## src/design/trpc_pkg.sv

```systemverilog
// Constants and types for the transmit-request pin control block
package trpc_pkg;

    // ****************************************
    // Register map
    // ****************************************
    localparam logic [7:0] TRPC_PIN_CTRL_ADDR = 8'h0d;
    localparam logic [7:0] TRPC_ID_HIGH0_ADDR = 8'h31;
    localparam logic [7:0] TRPC_ID_HIGH1_ADDR = 8'h41;
    localparam logic [7:0] TRPC_ID_HIGH2_ADDR = 8'h51;

    // ****************************************
    // Field layout of the pin control register
    // ****************************************
    localparam int TRPC_MODE_LSB = 0;
    localparam int TRPC_LEVEL_LSB = 3;
    localparam int TRPC_NUM_PINS = 3;

    // ****************************************
    // Reset values
    // ****************************************
    localparam logic [2:0] TRPC_MODE_RESET = 3'h0;
    localparam logic [7:0] TRPC_ID_RESET = 8'h00;
    localparam logic TRPC_PIN_IDLE = 1'b1;
    localparam logic [7:0] TRPC_UNMAPPED_READ = 8'h00;

    // Register access from the host port
    typedef struct packed {
        logic [7:0] addr;
        logic wr;
        logic rd;
        logic [7:0] wdata;
    } trpc_req_t;

endpackage

```

## src/design/trpc_top.sv

```systemverilog
// Transmit-request pin control and upper standard identifier bytes
`timescale 1ns/1ps
`default_nettype none
module trpc_top
    import trpc_pkg::*;
#(
    parameter int NUM_PINS = 3
)
(
    // Clock and reset
    input wire logic core_clk,
    input wire logic rstn,
    // Register access
    input var trpc_pkg::trpc_req_t reg_req,
    output logic [7:0] reg_rdata,
    // Active-low request pins
    input wire logic [NUM_PINS-1:0] send_request_pin_n,
    // Transmit engine side
    input wire logic [NUM_PINS-1:0] msg_sent,
    output logic [NUM_PINS-1:0] pending_send_flag,
    output logic [NUM_PINS-1:0][7:0] std_identifier_upper
);
    import trpc_pkg::*;

    // ****************************************
    // Register state
    // ****************************************
    logic [NUM_PINS-1:0] pin_mode;
    logic [NUM_PINS-1:0] sync_a;
    logic [NUM_PINS-1:0] sync_b;
    logic [NUM_PINS-1:0] pin_prev;
    logic [NUM_PINS-1:0] fall_req;
    logic [NUM_PINS-1:0] next_pending;
    logic [NUM_PINS-1:0] pin_level;
    logic [NUM_PINS-1:0] id_wr;
    logic ctrl_sel;
    logic [7:0] ctrl_view;
    logic [7:0] next_rdata;
    logic [7:0] id_addr [NUM_PINS];

    assign id_addr[0] = TRPC_ID_HIGH0_ADDR;
    assign id_addr[1] = TRPC_ID_HIGH1_ADDR;
    assign id_addr[2] = TRPC_ID_HIGH2_ADDR;

    // ****************************************
    // Decode
    // ****************************************
    // Control register decode
    assign ctrl_sel = (reg_req.addr == TRPC_PIN_CTRL_ADDR);

    // Level forced low in request mode
    assign pin_level = sync_b & ~pin_mode;

    assign ctrl_view = {2'b00, pin_level, pin_mode};

    // Falling edge only in request mode
    assign fall_req = pin_prev & ~sync_b & pin_mode;

    // Sent clears, a new edge wins
    assign next_pending = fall_req | (pending_send_flag & ~msg_sent);

    always_comb
    begin
        next_rdata = TRPC_UNMAPPED_READ;
        if (ctrl_sel)
        begin
            next_rdata = ctrl_view;
        end
        for (int i = 0; i < NUM_PINS; i++)
        begin
            if (reg_req.addr == id_addr[i])
            begin
                next_rdata = std_identifier_upper[i];
            end
        end
    end

    // ****************************************
    // Control register and read data
    // ****************************************
    always_ff @(posedge core_clk or negedge rstn)
    begin
        if (!rstn)
        begin
            pin_mode <= TRPC_MODE_RESET[NUM_PINS-1:0];
            reg_rdata <= TRPC_UNMAPPED_READ;
        end
        else
        begin
            if (reg_req.wr && ctrl_sel)
            begin
                pin_mode <= reg_req.wdata[TRPC_MODE_LSB +: NUM_PINS];
            end
            if (reg_req.rd)
            begin
                reg_rdata <= next_rdata;
            end
        end
    end

    // ****************************************
    // Per-pin logic
    // ****************************************
    // Pins idle high so reset never fakes an edge
    always_ff @(posedge core_clk or negedge rstn)
    begin
        if (!rstn)
        begin
            sync_a <= {NUM_PINS{TRPC_PIN_IDLE}};
            sync_b <= {NUM_PINS{TRPC_PIN_IDLE}};
            pin_prev <= {NUM_PINS{TRPC_PIN_IDLE}};
            pending_send_flag <= '0;
        end
        else
        begin
            sync_a <= send_request_pin_n;
            sync_b <= sync_a;
            pin_prev <= sync_b;
            pending_send_flag <= next_pending;
        end
    end

    genvar g;
    generate
        for (g = 0; g < NUM_PINS; g++)
        begin : g_id
            assign id_wr[g] = reg_req.wr && (reg_req.addr == id_addr[g]);

            always_ff @(posedge core_clk or negedge rstn)
            begin
                if (!rstn)
                begin
                    std_identifier_upper[g] <= TRPC_ID_RESET;
                end
                else if (id_wr[g])
                begin
                    std_identifier_upper[g] <= reg_req.wdata;
                end
            end
        end
    endgenerate

    // ****************************************
    // Assertions
    // ****************************************
    ctrl_read_layout_a:
    assert property (@(posedge core_clk) disable iff (!rstn)
        reg_req.rd && ctrl_sel |=> reg_rdata[7:6] == 2'b00
            && reg_rdata[2:0] == $past(pin_mode))
    else $error("Control register read layout wrong");

    level_in_input_a:
    assert property (@(posedge core_clk) disable iff (!rstn)
        reg_req.rd && ctrl_sel && !pin_mode[1] |=> reg_rdata[4] == $past(sync_b[1]))
    else $error("Pin level not reported in input mode");

    level_zero_rts_a:
    assert property (@(posedge core_clk) disable iff (!rstn)
        reg_req.rd && ctrl_sel |=> (reg_rdata[5:3] & $past(pin_mode)) == 3'b000)
    else $error("Level bit not zero in request mode");

    edge_sets_pend_a:
    assert property (@(posedge core_clk) disable iff (!rstn)
        $fell(sync_b[0]) && pin_mode[0] |=> pending_send_flag[0])
    else $error("Falling edge did not raise request");

    input_mode_quiet_a:
    assert property (@(posedge core_clk) disable iff (!rstn)
        !pin_mode[0] && !pending_send_flag[0] |=> !pending_send_flag[0])
    else $error("Request raised in input mode");

    id_write_hold_a:
    assert property (@(posedge core_clk) disable iff (!rstn)
        id_wr[2] |=> std_identifier_upper[2] == $past(reg_req.wdata))
    else $error("Identifier byte not stored");

    sent_clears_a:
    assert property (@(posedge core_clk) disable iff (!rstn)
        |(msg_sent & ~fall_req) |=> (pending_send_flag & $past(msg_sent & ~fall_req)) == '0)
    else $error("Request not cleared after send");

    sync_delay_a:
    assert property (@(posedge core_clk) disable iff (!rstn)
        pin_mode[2] && $fell(send_request_pin_n[2]) ##1 pin_mode[2] ##1 pin_mode[2]
            |=> pending_send_flag[2])
    else $error("Request not raised three cycles after pin fall");

    // Set wins so a late sent pulse never loses a fresh edge
    set_wins_a:
    assert property (@(posedge core_clk) disable iff (!rstn)
        |fall_req |=> (pending_send_flag & $past(fall_req)) == $past(fall_req))
    else $error("New request lost to a sent pulse");

    pending_held_a:
    assert property (@(posedge core_clk) disable iff (!rstn)
        |(pending_send_flag & ~msg_sent) |=> (pending_send_flag & $past(pending_send_flag & ~msg_sent))
            == $past(pending_send_flag & ~msg_sent))
    else $error("Pending request dropped before send");

    input_quiet_all_a:
    assert property (@(posedge core_clk) disable iff (!rstn)
        |(~pin_mode & ~pending_send_flag) |=> (pending_send_flag & $past(~pin_mode & ~pending_send_flag)) == '0)
    else $error("Request raised on a pin in input mode");

    mode_write_a:
    assert property (@(posedge core_clk) disable iff (!rstn)
        reg_req.wr && ctrl_sel |=> pin_mode == $past(reg_req.wdata[TRPC_MODE_LSB +: NUM_PINS]))
    else $error("Mode bits not written");

    unmapped_write_a:
    assert property (@(posedge core_clk) disable iff (!rstn)
        reg_req.wr && !ctrl_sel && id_wr == '0 |=> $stable(pin_mode) && $stable(std_identifier_upper))
    else $error("Unmapped write changed a register");

    // Zero keeps gaps in the map harmless to scan
    unmapped_read_a:
    assert property (@(posedge core_clk) disable iff (!rstn)
        reg_req.rd && !ctrl_sel && reg_req.addr != TRPC_ID_HIGH0_ADDR && reg_req.addr != TRPC_ID_HIGH1_ADDR
            && reg_req.addr != TRPC_ID_HIGH2_ADDR |=> reg_rdata == TRPC_UNMAPPED_READ)
    else $error("Unmapped read not zero");

    id_read_back_a:
    assert property (@(posedge core_clk) disable iff (!rstn)
        reg_req.rd && reg_req.addr == TRPC_ID_HIGH1_ADDR |=> reg_rdata == $past(std_identifier_upper[1]))
    else $error("Identifier byte read back wrong");

    // Host may sample read data late, so it must stand
    rdata_hold_a:
    assert property (@(posedge core_clk) disable iff (!rstn)
        !reg_req.rd |=> $stable(reg_rdata))
    else $error("Read data changed without a read");

endmodule
`default_nettype wire

```

## config.mk

```make
export PLATFORM = sky130hd
export DESIGN_NAME = trpc_top
export DESIGN_NICKNAME = d
export VERILOG_FILES = /design/src/design/trpc_pkg.sv /design/src/design/trpc_top.sv
export SDC_FILE = /design/constraint.sdc
export NUM_CORES = 1
export LEC_CHECK = 0
export BUFFER_PORTS_ARGS = -buffer_cell sky130_fd_sc_hd__buf_2
export CELL_PAD_IN_SITES_DETAIL_PLACEMENT = 0
export CELL_PAD_IN_SITES_GLOBAL_PLACEMENT = 1
export CORE_MARGIN = 2
export CORE_UTILIZATION = 40
export DETAILED_ROUTE_END_ITERATION = 8
export PLACE_DENSITY = 0.85
export SETUP_SLACK_MARGIN = 0.2
export SYNTH_ARGS = -nofsm -noshare
export SYNTH_HDL_FRONTEND = slang
export SYNTH_SLANG_ARGS = --single-unit
```

## constraint.sdc

```tcl
create_clock -name core_clk -period 1.3 [get_ports core_clk]
set_input_delay 0.065 -clock core_clk [delete_from_list [all_inputs] [get_ports core_clk]]
set_output_delay 0.065 -clock core_clk [all_outputs]
set_load 0.02 [all_outputs]
```

; Yosys cells after proc, flatten, opt, wreduce, memory -nomap -nowiden
; Index checks and enable logic that the tools add are counted.
[totals]
regBits = 47
input_bits = 26
output_inout_bits = 35
elab_cells = 29
[op_classes]
eq_ne = 4
muxes = 4
bitwise_logic = 8
n_reduce_logical = 4
[op_table]
columns = cell, count
row1 = $mux W8, 3
row2 = $eq A8 B7 Y1 const B, 2
row3 = $and A3 B3 Y3, 4
row4 = $not A3 Y3, 3
row5 = $eq A8 B4 Y1 const B, 1
row6 = $eq A8 B6 Y1 const B, 1
row7 = $mux W6, 1
row8 = $logic_and A1 B1 Y1, 4
row9 = $or A3 B3 Y3, 1

; Depth between registers and ports, before layout
; Gate-level depths: netlist of the first run.
[depth]
depth_word = 6
depth_mapped = 5
depth_no_buf = 4

; Least setup slack after synthesis of the first run
; OpenSTA, ideal clock, no wires.
[synth_path]
kind = input -> register
from = input port reg_req[11] in the netlist's numbering
to = register std_identifier_upper[23] in the netlist's numbering
setup_ps = 128
t_arrival_ps = 1361
t_required_ps = 1172
slack_ps = -188
path_stages = 4
n_path_buf = 0
path_cell_list = or3b_4 -> nor4_4 -> nand3_4 -> mux2_1
[synth_via]
elab_chain_len = 2
[synth_rtl]
columns = item, line
row1 = start: declaration, trpc_top.sv:14  ; input var trpc_pkg::trpc_req_t reg_req,
row2 = $eq A8 B7 Y1, trpc_top.sv:127  ; assign id_wr[g] = reg_req.wr && (reg_req.addr == id_addr[g]);
row3 = $logic_and A1 B1 Y1, trpc_top.sv:127
row4 = end signal: indexed assignment, trpc_top.sv:137  ; std_identifier_upper[g] <= reg_req.wdata;
row5 = end: declaration, trpc_top.sv:21  ; output logic [NUM_PINS-1:0][7:0] std_identifier_upper
; No other way between the ends.
; A chain may end at the register's enable or synchronous reset.

; Worst setup path in the final report of the first run
[layout_path]
from = input port reg_req[17] in the netlist's numbering
to = register std_identifier_upper[23] in the netlist's numbering
; The elaborated chain is that of the path after synthesis.

==> results.py, run 1 <==
metrics = {
    "outcome": {
        "status": "completed",
    },
    "timing": {
        "setup_viol": 0,
        "slew-limit-headroom_pct": 76.9,
        "period_minus_slack_ns": 1.25,
        "finalSetupTns_ns": 0,
        "rsz0062_at_grt": "true",
        "slew_viol_final": 0,
        "max_freq_mhz": 798,
        "worstMarginPinSlew_ns": 0.345,
        "hold_viol_final": 0,
        "min_period_over_period_pct": 96.4,
        "hold_ws_ns": 0.0318,
        "fin_worst_skew_ns": 0.00695,
    },
    "die": {
        "dieArea_um2": 5680,
        "rows": 25,
        "ios": 61,
        "core_um2": 4820,
        "die_w_um": 75.3,
        "dieHeight_um": 75.3,
        "initial_utilization_pct": 42.3,
    },
    "routing": {
        "dr.pass1.iters": 4,
        "ant_nets": 0,
        "viasPerCell": 5.13,
        "route.detailed.drc": 0,
        "wl_mm": 4.88,
        "drt-initial-drc-count": 97,
        "vias": 1584,
        "wl_per_cell_um": 15.8,
    },
    "finish": {
        "layout_common_cells": "buf_2, dfrtp_1, mux2_2, buf_4, dfstp_2",
        "drive_above_1_share_pct": 57.4,
        "diodes": 0,
        "seq_area_um2": 1190,
        "post_layout_nonfiller_instances": 309,
        "finalNetCount": 269,
        "multi_input_area_um2": 880,
        "syn2layout_area_growth_pct": 37.6,
        "fin_area_um2": 2800,
        "fill_cells": 430,
        "mostFrequentLayoutCell": "buf_2",
    },
    "worst_setup_path": {
        "arrival_ns": 1.43,
        "critPathLaunchType": "input pin",
        "crit_fanout": 8,
        "crit_type": "input pin to flop",
        "cp.required_ns": 1.48,
        "worst_setup_path_end_kind": "flop",
    },
    "cts": {
        "worstSkewPairLatency_ns": 0.29,
        "cts_tree": "done",
        "cts.sinks": 47,
        "cts_buffer_depth": 2,
        "ctsHtreeMaxLevel": 2,
        "clk_pin_slew_ns": 0.07,
        "cts-buffers-inserted": 5,
        "cts-root-buf": "clkbuf_8",
    },
    "placed_design": {
        "port_buffers": 60,
        "hpwl_mm": 3.49,
        "placed_area_um2": 2560,
        "dp_cells": 293,
        "place_congestion": 0.806,
    },
    "logic_synthesis": {
        "ys_seq_area_share_pct": 58.3,
        "avgSynthCellArea_um2": 13.4,
        "synth_cell_type_count": 35,
        "synth_nets": 178,
        "syn-cell-area_um2": 2040,
        "synth-seq-cells": 47,
        "ys_warn_count": 0,
        "synthCells": 152,
    },
    "hold_path": {
        "min-delay-path-class": "input pin to flop",
    },
    "global_route": {
        "grt_max_degree": 48,
        "grt_usage_pct": 18.5,
        "grt_pass1_vias": 1505,
        "antenna_found_initial": 0,
        "grt_pass1_wl_mm": 7.68,
        "grt.overflow.total": 0,
    },
    "power_and_ir_drop": {
        "ir_drop_uv": 577,
        "power_density_nw_per_um2": 992,
        "power_leakage_uw": 0.00144,
    },
    "flow_run": {
        "drv_cap": 0,
    },
}
==> worst max-delay path, cell delays in order <==
cell	delay (ns)
buf_6	0.09
or3b_4	0.42
nor4_4	0.15
buf_4	0.19
nand3_4	0.17
mux2_4	0.34
==> flip-flops by register name, indices dropped and copies added, names as in the netlist <==
register,flops
std_identifier_upper,24
reg_rdata,8
pending_send_flag,3
pin_mode,3
pin_prev,3
sync_a,3
sync_b,3
==> worst paths after layout <==
kind,start,end,slack [ns],depth (start not counted)
setup / recovery,reg_req[17],std_identifier_upper[23],0.05,6
hold / removal,reg_req[4],std_identifier_upper[12],0.03,2
setup reg to reg,sync_b[2],reg_rdata[5],0.20,3
hold reg to reg,sync_a[2],sync_b[2],0.36,0
max in group asynchronous,rstn,pin_prev[1],0.75,3
min in group asynchronous,rstn,pin_mode[0],0.28,3
==> where the power goes <==
group	total, uW	switching [uW]	internal (uW)
Sequential	1590	46.9	1540
Combinational	391	213	178
Clock	801	442	359
Total	2780	702	2080
==> cell families after synthesis <==
group | share of synthesized area [%]
buffers and inverters | 1.54
multiplexers | 16.9
AO/OA/AOI/OAI | 10.1
AND/OR/NAND/NOR | 13.2
flip-flops | 58.3
==> area by class of cell <==
cell class | count | share of cell area (%)
clock buffer | 6 | 2.59
inverter | 5 | 0.670
multi-input combinational | 97 | 31.4
sequential | 47 | 42.4
tap | 67 | 2.99
timing repair buffer | 87 | 20.0
==> layer usage <==
layer | up-vias | share of wire [%] | GRT usage, %
li1 | 749 | - | -
met1 | 784 | 49 | 27.6
met2 | 43 | 46 | 26.7
met3 | 8 | 4.7 | 4.63
met4 | 0 | 1.2 | 6.24
met5 | - | 0 | 0
==> what timing repair did <==
item                       in CTS  in global routing
pin swaps                       6                  5
setup buffers                   2                  1
hold buffers                    7                  0
setup endpoints to repair      33                 35
resized for setup               7                 12
hold endpoints to repair       53                  0
==> cell usage after synthesis (all sizes together) <==
cell type | instances | area share, %
dfrtp | 38 | 47
mux2 | 27 | 15
dfstp | 9 | 12
nor2 | 9 | 2.0
o2bb2ai | 6 | 2.6
a21oi | 5 | 1.2
nand2 | 5 | 0.92
nand3b | 5 | 2.5
a22o | 4 | 1.7
inv | 4 | 0.74
mux2i | 4 | 2.0
nor3 | 4 | 0.98
o22ai | 4 | 1.2
nor2b | 3 | 0.92
o21ai | 3 | 0.74
a21o | 2 | 0.74
a221oi | 2 | 0.86
a31oi | 2 | 0.61
clkbuf | 2 | 0.37
nand2b | 2 | 0.61
nor4 | 2 | 1.4
a211oi | 1 | 0.37
and3b | 1 | 0.43
buf | 1 | 0.25
clkinv | 1 | 0.18
nand3 | 1 | 0.86
or2b | 1 | 0.55
or3b | 1 | 0.55
or4 | 1 | 0.43
or4b | 1 | 0.49
or4bb | 1 | 0.55
==> through the flow <==
step / total power (uW) / setup slack [ns] / util [%]
after floorplan: 1780 / -0.183 / -
after global placement: 1960 / -0.352 / 53.1
after detailed placement: 1970 / -0.364 / 53.1
after CTS: 2800 / 0.0641 / 57.1
after global routing: 2920 / 0.0198 / 58.2
final: 2780 / 0.0469 / 58.2
Note: power is estimated with default switching activity, not from simulation.
==> inputs of run 2 (changes only) <==
--- a/config.mk
+++ b/config.mk
@@ -5,11 +5,12 @@
 export SDC_FILE = /design/constraint.sdc
 export NUM_CORES = 1
 export LEC_CHECK = 0
+export ABC_AREA = 1
 export BUFFER_PORTS_ARGS = -buffer_cell sky130_fd_sc_hd__buf_2
 export CELL_PAD_IN_SITES_DETAIL_PLACEMENT = 0
 export CELL_PAD_IN_SITES_GLOBAL_PLACEMENT = 1
 export CORE_MARGIN = 2
-export CORE_UTILIZATION = 40
+export CORE_UTILIZATION = 38
 export DETAILED_ROUTE_END_ITERATION = 8
 export PLACE_DENSITY = 0.85
 export SETUP_SLACK_MARGIN = 0.2
==> results.py, run 2 <==
metrics = {
    "logic_synthesis": {
        "synth-edff-count": 0,
        "synthCells": 248,
        "syn-cell-area_um2": 2220,
        "synth_nets": 274,
        "synth_top_cell_by_area": "dfrtp_1",
        "ys_warn_count": 0,
        "avgSynthCellArea_um2": 8.97,
        "synth_top_area_share_pct": 42.8,
        "ys_seq_area_share_pct": 53.4,
        "synth_ff_type": "dfrtp_1",
        "async_reset_ff_share_pct": 100,
        "synth_common_cells": "nand2_1, dfrtp_1, inv_1",
        "yosysMostFrequentCell": "nand2_1",
        "synth-seq-cells": 47,
        "synth_cell_type_count": 21,
        "synthTopCellsByArea": "dfrtp_1, nand2_1, dfstp_2",
    },
    "routing": {
        "wl_mm": 5.26,
        "wl_per_cell_um": 13.2,
        "dr.pass1.iters": 4,
        "drt-initial-drc-count": 113,
        "ant_nets": 0,
        "route.detailed.drc": 0,
        "viasPerCell": 4.67,
        "vias": 1864,
    },
    "power_and_ir_drop": {
        "switching_share_pct": 25.2,
        "pwr-share-comb_pct": 13.2,
        "p_int_uw": 2270,
        "ir_drop_uv": 574,
        "p_seq_share_pct": 52.7,
        "power_density_nw_per_um2": 1070,
        "p_switching_uw": 768,
        "power_leakage_uw": 0.00158,
        "power_frac_clock_pct": 34.1,
    },
    "timing": {
        "hold_viol_final": 0,
        "period_minus_slack_ns": 1.08,
        "slew_viol_final": 0,
        "hold_ws_ns": 0.0112,
        "slew-limit-headroom_pct": 75.0,
        "setup_viol": 0,
        "min_period_over_period_pct": 83.0,
        "worstMarginPinSlew_ns": 0.376,
        "fin_worst_skew_ns": 0.0100,
        "rsz0062_at_grt": "true",
        "max_freq_mhz": 927,
    },
    "finish": {
        "mostFrequentLayoutCell": "nand2_1",
        "drive_above_1_share_pct": 33.9,
        "multi_input_area_um2": 858,
        "diodes": 0,
        "fill_cells": 558,
        "post_layout_nonfiller_instances": 399,
        "top_register": "std_identifier_upper",
        "syn2layout_area_growth_pct": 28.1,
        "layout_common_cells": "nand2_1, buf_2, dfrtp_1, inv_1, nand3_1",
        "finalNetCount": 352,
        "reg.largest.list": "std_identifier_upper (24), reg_rdata (8)",
        "largest_reg_flops": 24,
        "seq_area_um2": 1190,
        "fin_area_um2": 2850,
        "final_util_pct": 51.1,
    },
    "worst_setup_path": {
        "slowest_stage": "dfstp_2",
        "path_cells": "inv_2 -> nor2_2 -> nand3_1 -> nand2_1 -> inv_1 -> nand2_1 -> nand2_1 -> nand2_1",
        "worst_setup_path_end_kind": "flop",
        "critical-path-top-delay-family": "flip-flops",
        "cp.required_ns": 1.55,
        "crit_fanout": 2,
        "max_stage_delay_ns": 0.54,
        "crit_type": "flop to flop",
        "path_buf_inv": 2,
        "critPathLaunchType": "flop",
        "arrival_ns": 1.32,
        "path_common_cell": "nand2_1",
    },
    "placed_design": {
        "port_buffers": 60,
        "hpwl_mm": 3.98,
        "placed_area_um2": 2610,
        "dp_cells": 379,
        "place_congestion": 0.875,
    },
    "global_route": {
        "use_met2_pct": 28.5,
        "grt_pass1_vias": 1807,
        "grt_pass1_wl_mm": 8.56,
        "antenna_found_initial": 0,
        "grt_max_degree": 25,
        "grt_usage_pct": 17.4,
        "grtUsageMet3_pct": 3.93,
        "grt.overflow.total": 0,
        "top_usage_layer": "met2",
        "globalRouteMet1Util_pct": 23.0,
    },
    "die": {
        "initial_utilization_pct": 39.9,
        "ios": 61,
        "dieArea_um2": 6480,
        "die_w_um": 80.5,
        "dieHeight_um": 80.5,
        "rows": 27,
        "core_um2": 5570,
    },
    "cts": {
        "cts-buffers-inserted": 5,
        "cts.sinks": 47,
        "cts_tree": "done",
        "cts-root-buf": "clkbuf_8",
        "worstSkewPairLatency_ns": 0.30,
        "ctsHtreeMaxLevel": 2,
        "cts_setup_buffers": 0,
        "clk_pin_slew_ns": 0.09,
        "cts_buffer_depth": 2,
    },
    "hold_path": {
        "min-delay-path-class": "input pin to flop",
    },
    "outcome": {
        "status": "completed",
    },
    "flow_run": {
        "drv_cap": 0,
    },
}
run 2: changes by cell type in the layout (fill, tap and decap cells not counted), moves of 7 or more:
cell     delta
o21ai_0    +16
nand2_2     +8
nand3_1    +20
inv_1      +30
buf_4      -14
o21ai_2     +7
nand2_1    +65
o21a_1     +10
mux2_2     -26
run 2: worst paths after layout:
kind	start	cells after the start	endpoint	slack (ns)
worst max-delay path	sync_b[0]	8	reg_rdata[3]	0.22
min in group asynchronous	rstn	2	pending_send_flag[2]	0.21
worst min-delay path	reg_req[6]	3	std_identifier_upper[14]	0.01
worst min register to register	sync_a[0]	0	sync_b[0]	0.36
worst max register to register	sync_b[0]	8	reg_rdata[3]	0.22
max in group asynchronous	rstn	3	pin_prev[1]	0.55
run 2: layout make-up:
| class | instances | share of cell area, % |
|---|---|---|
| Inverter | 38 | 5.01 |
| Clock inverter | 1 | 1.05 |
| Timing Repair Buffer | 76 | 16.3 |
| Tap cell | 72 | 3.16 |
| Clock buffer | 7 | 2.68 |
| Sequential cell | 47 | 41.7 |
| Multi-Input combinational cell | 158 | 30.1 |
run 2: timing repair:
item	in CTS	in global routing
gates resized for setup	2	4
setup endpoints to repair	1	3
gates cloned	0	0
hold buffers	12	0
pin swaps	4	9
endpoints found under the hold margin	34	0
run 2: kinds of logic after synthesis:
logic type             Yosys count  synth area share (%)
AOI/OAI and AO/OA               44                  13.2
buffers and inverters           43                  8.44
and+or+nand+nor                114                  24.9
DFF                             47                  53.4
run 2: tightest hold or removal path: stages:
cell and delay [ns]:
buf_2 0.09, nand2_1 0.05, nand2_1 0.06
run 2: through the flow:
step	worst slack [ns]	total power (uW)	setup TNS (ns)
after CTS	0.188	3070	0
after detailed placement	-0.00807	2000	-0.0110
after floorplan	0.303	1820	0
after global placement	0.0600	2000	0
after global routing	0.110	3180	0
final	0.221	3040	0
run 2: routing by layer:
layer,wire [um],vias to the layer above
li1,-,943
met1,2390,871
met2,2530,46
met3,293,4
met4,48,0
met5,0,-
run 2: power groups by stage:
stage | combinational [uW] | clock, uW | sequential, uW
6_report | 401 | 1040 | 1600
5_1_grt | 443 | 1130 | 1610
4_1_cts | 404 | 1070 | 1600
3_5_place_dp | 374 | 0 | 1630
3_3_place_gp | 367 | 0 | 1630
2_1_floorplan | 137 | 0 | 1680
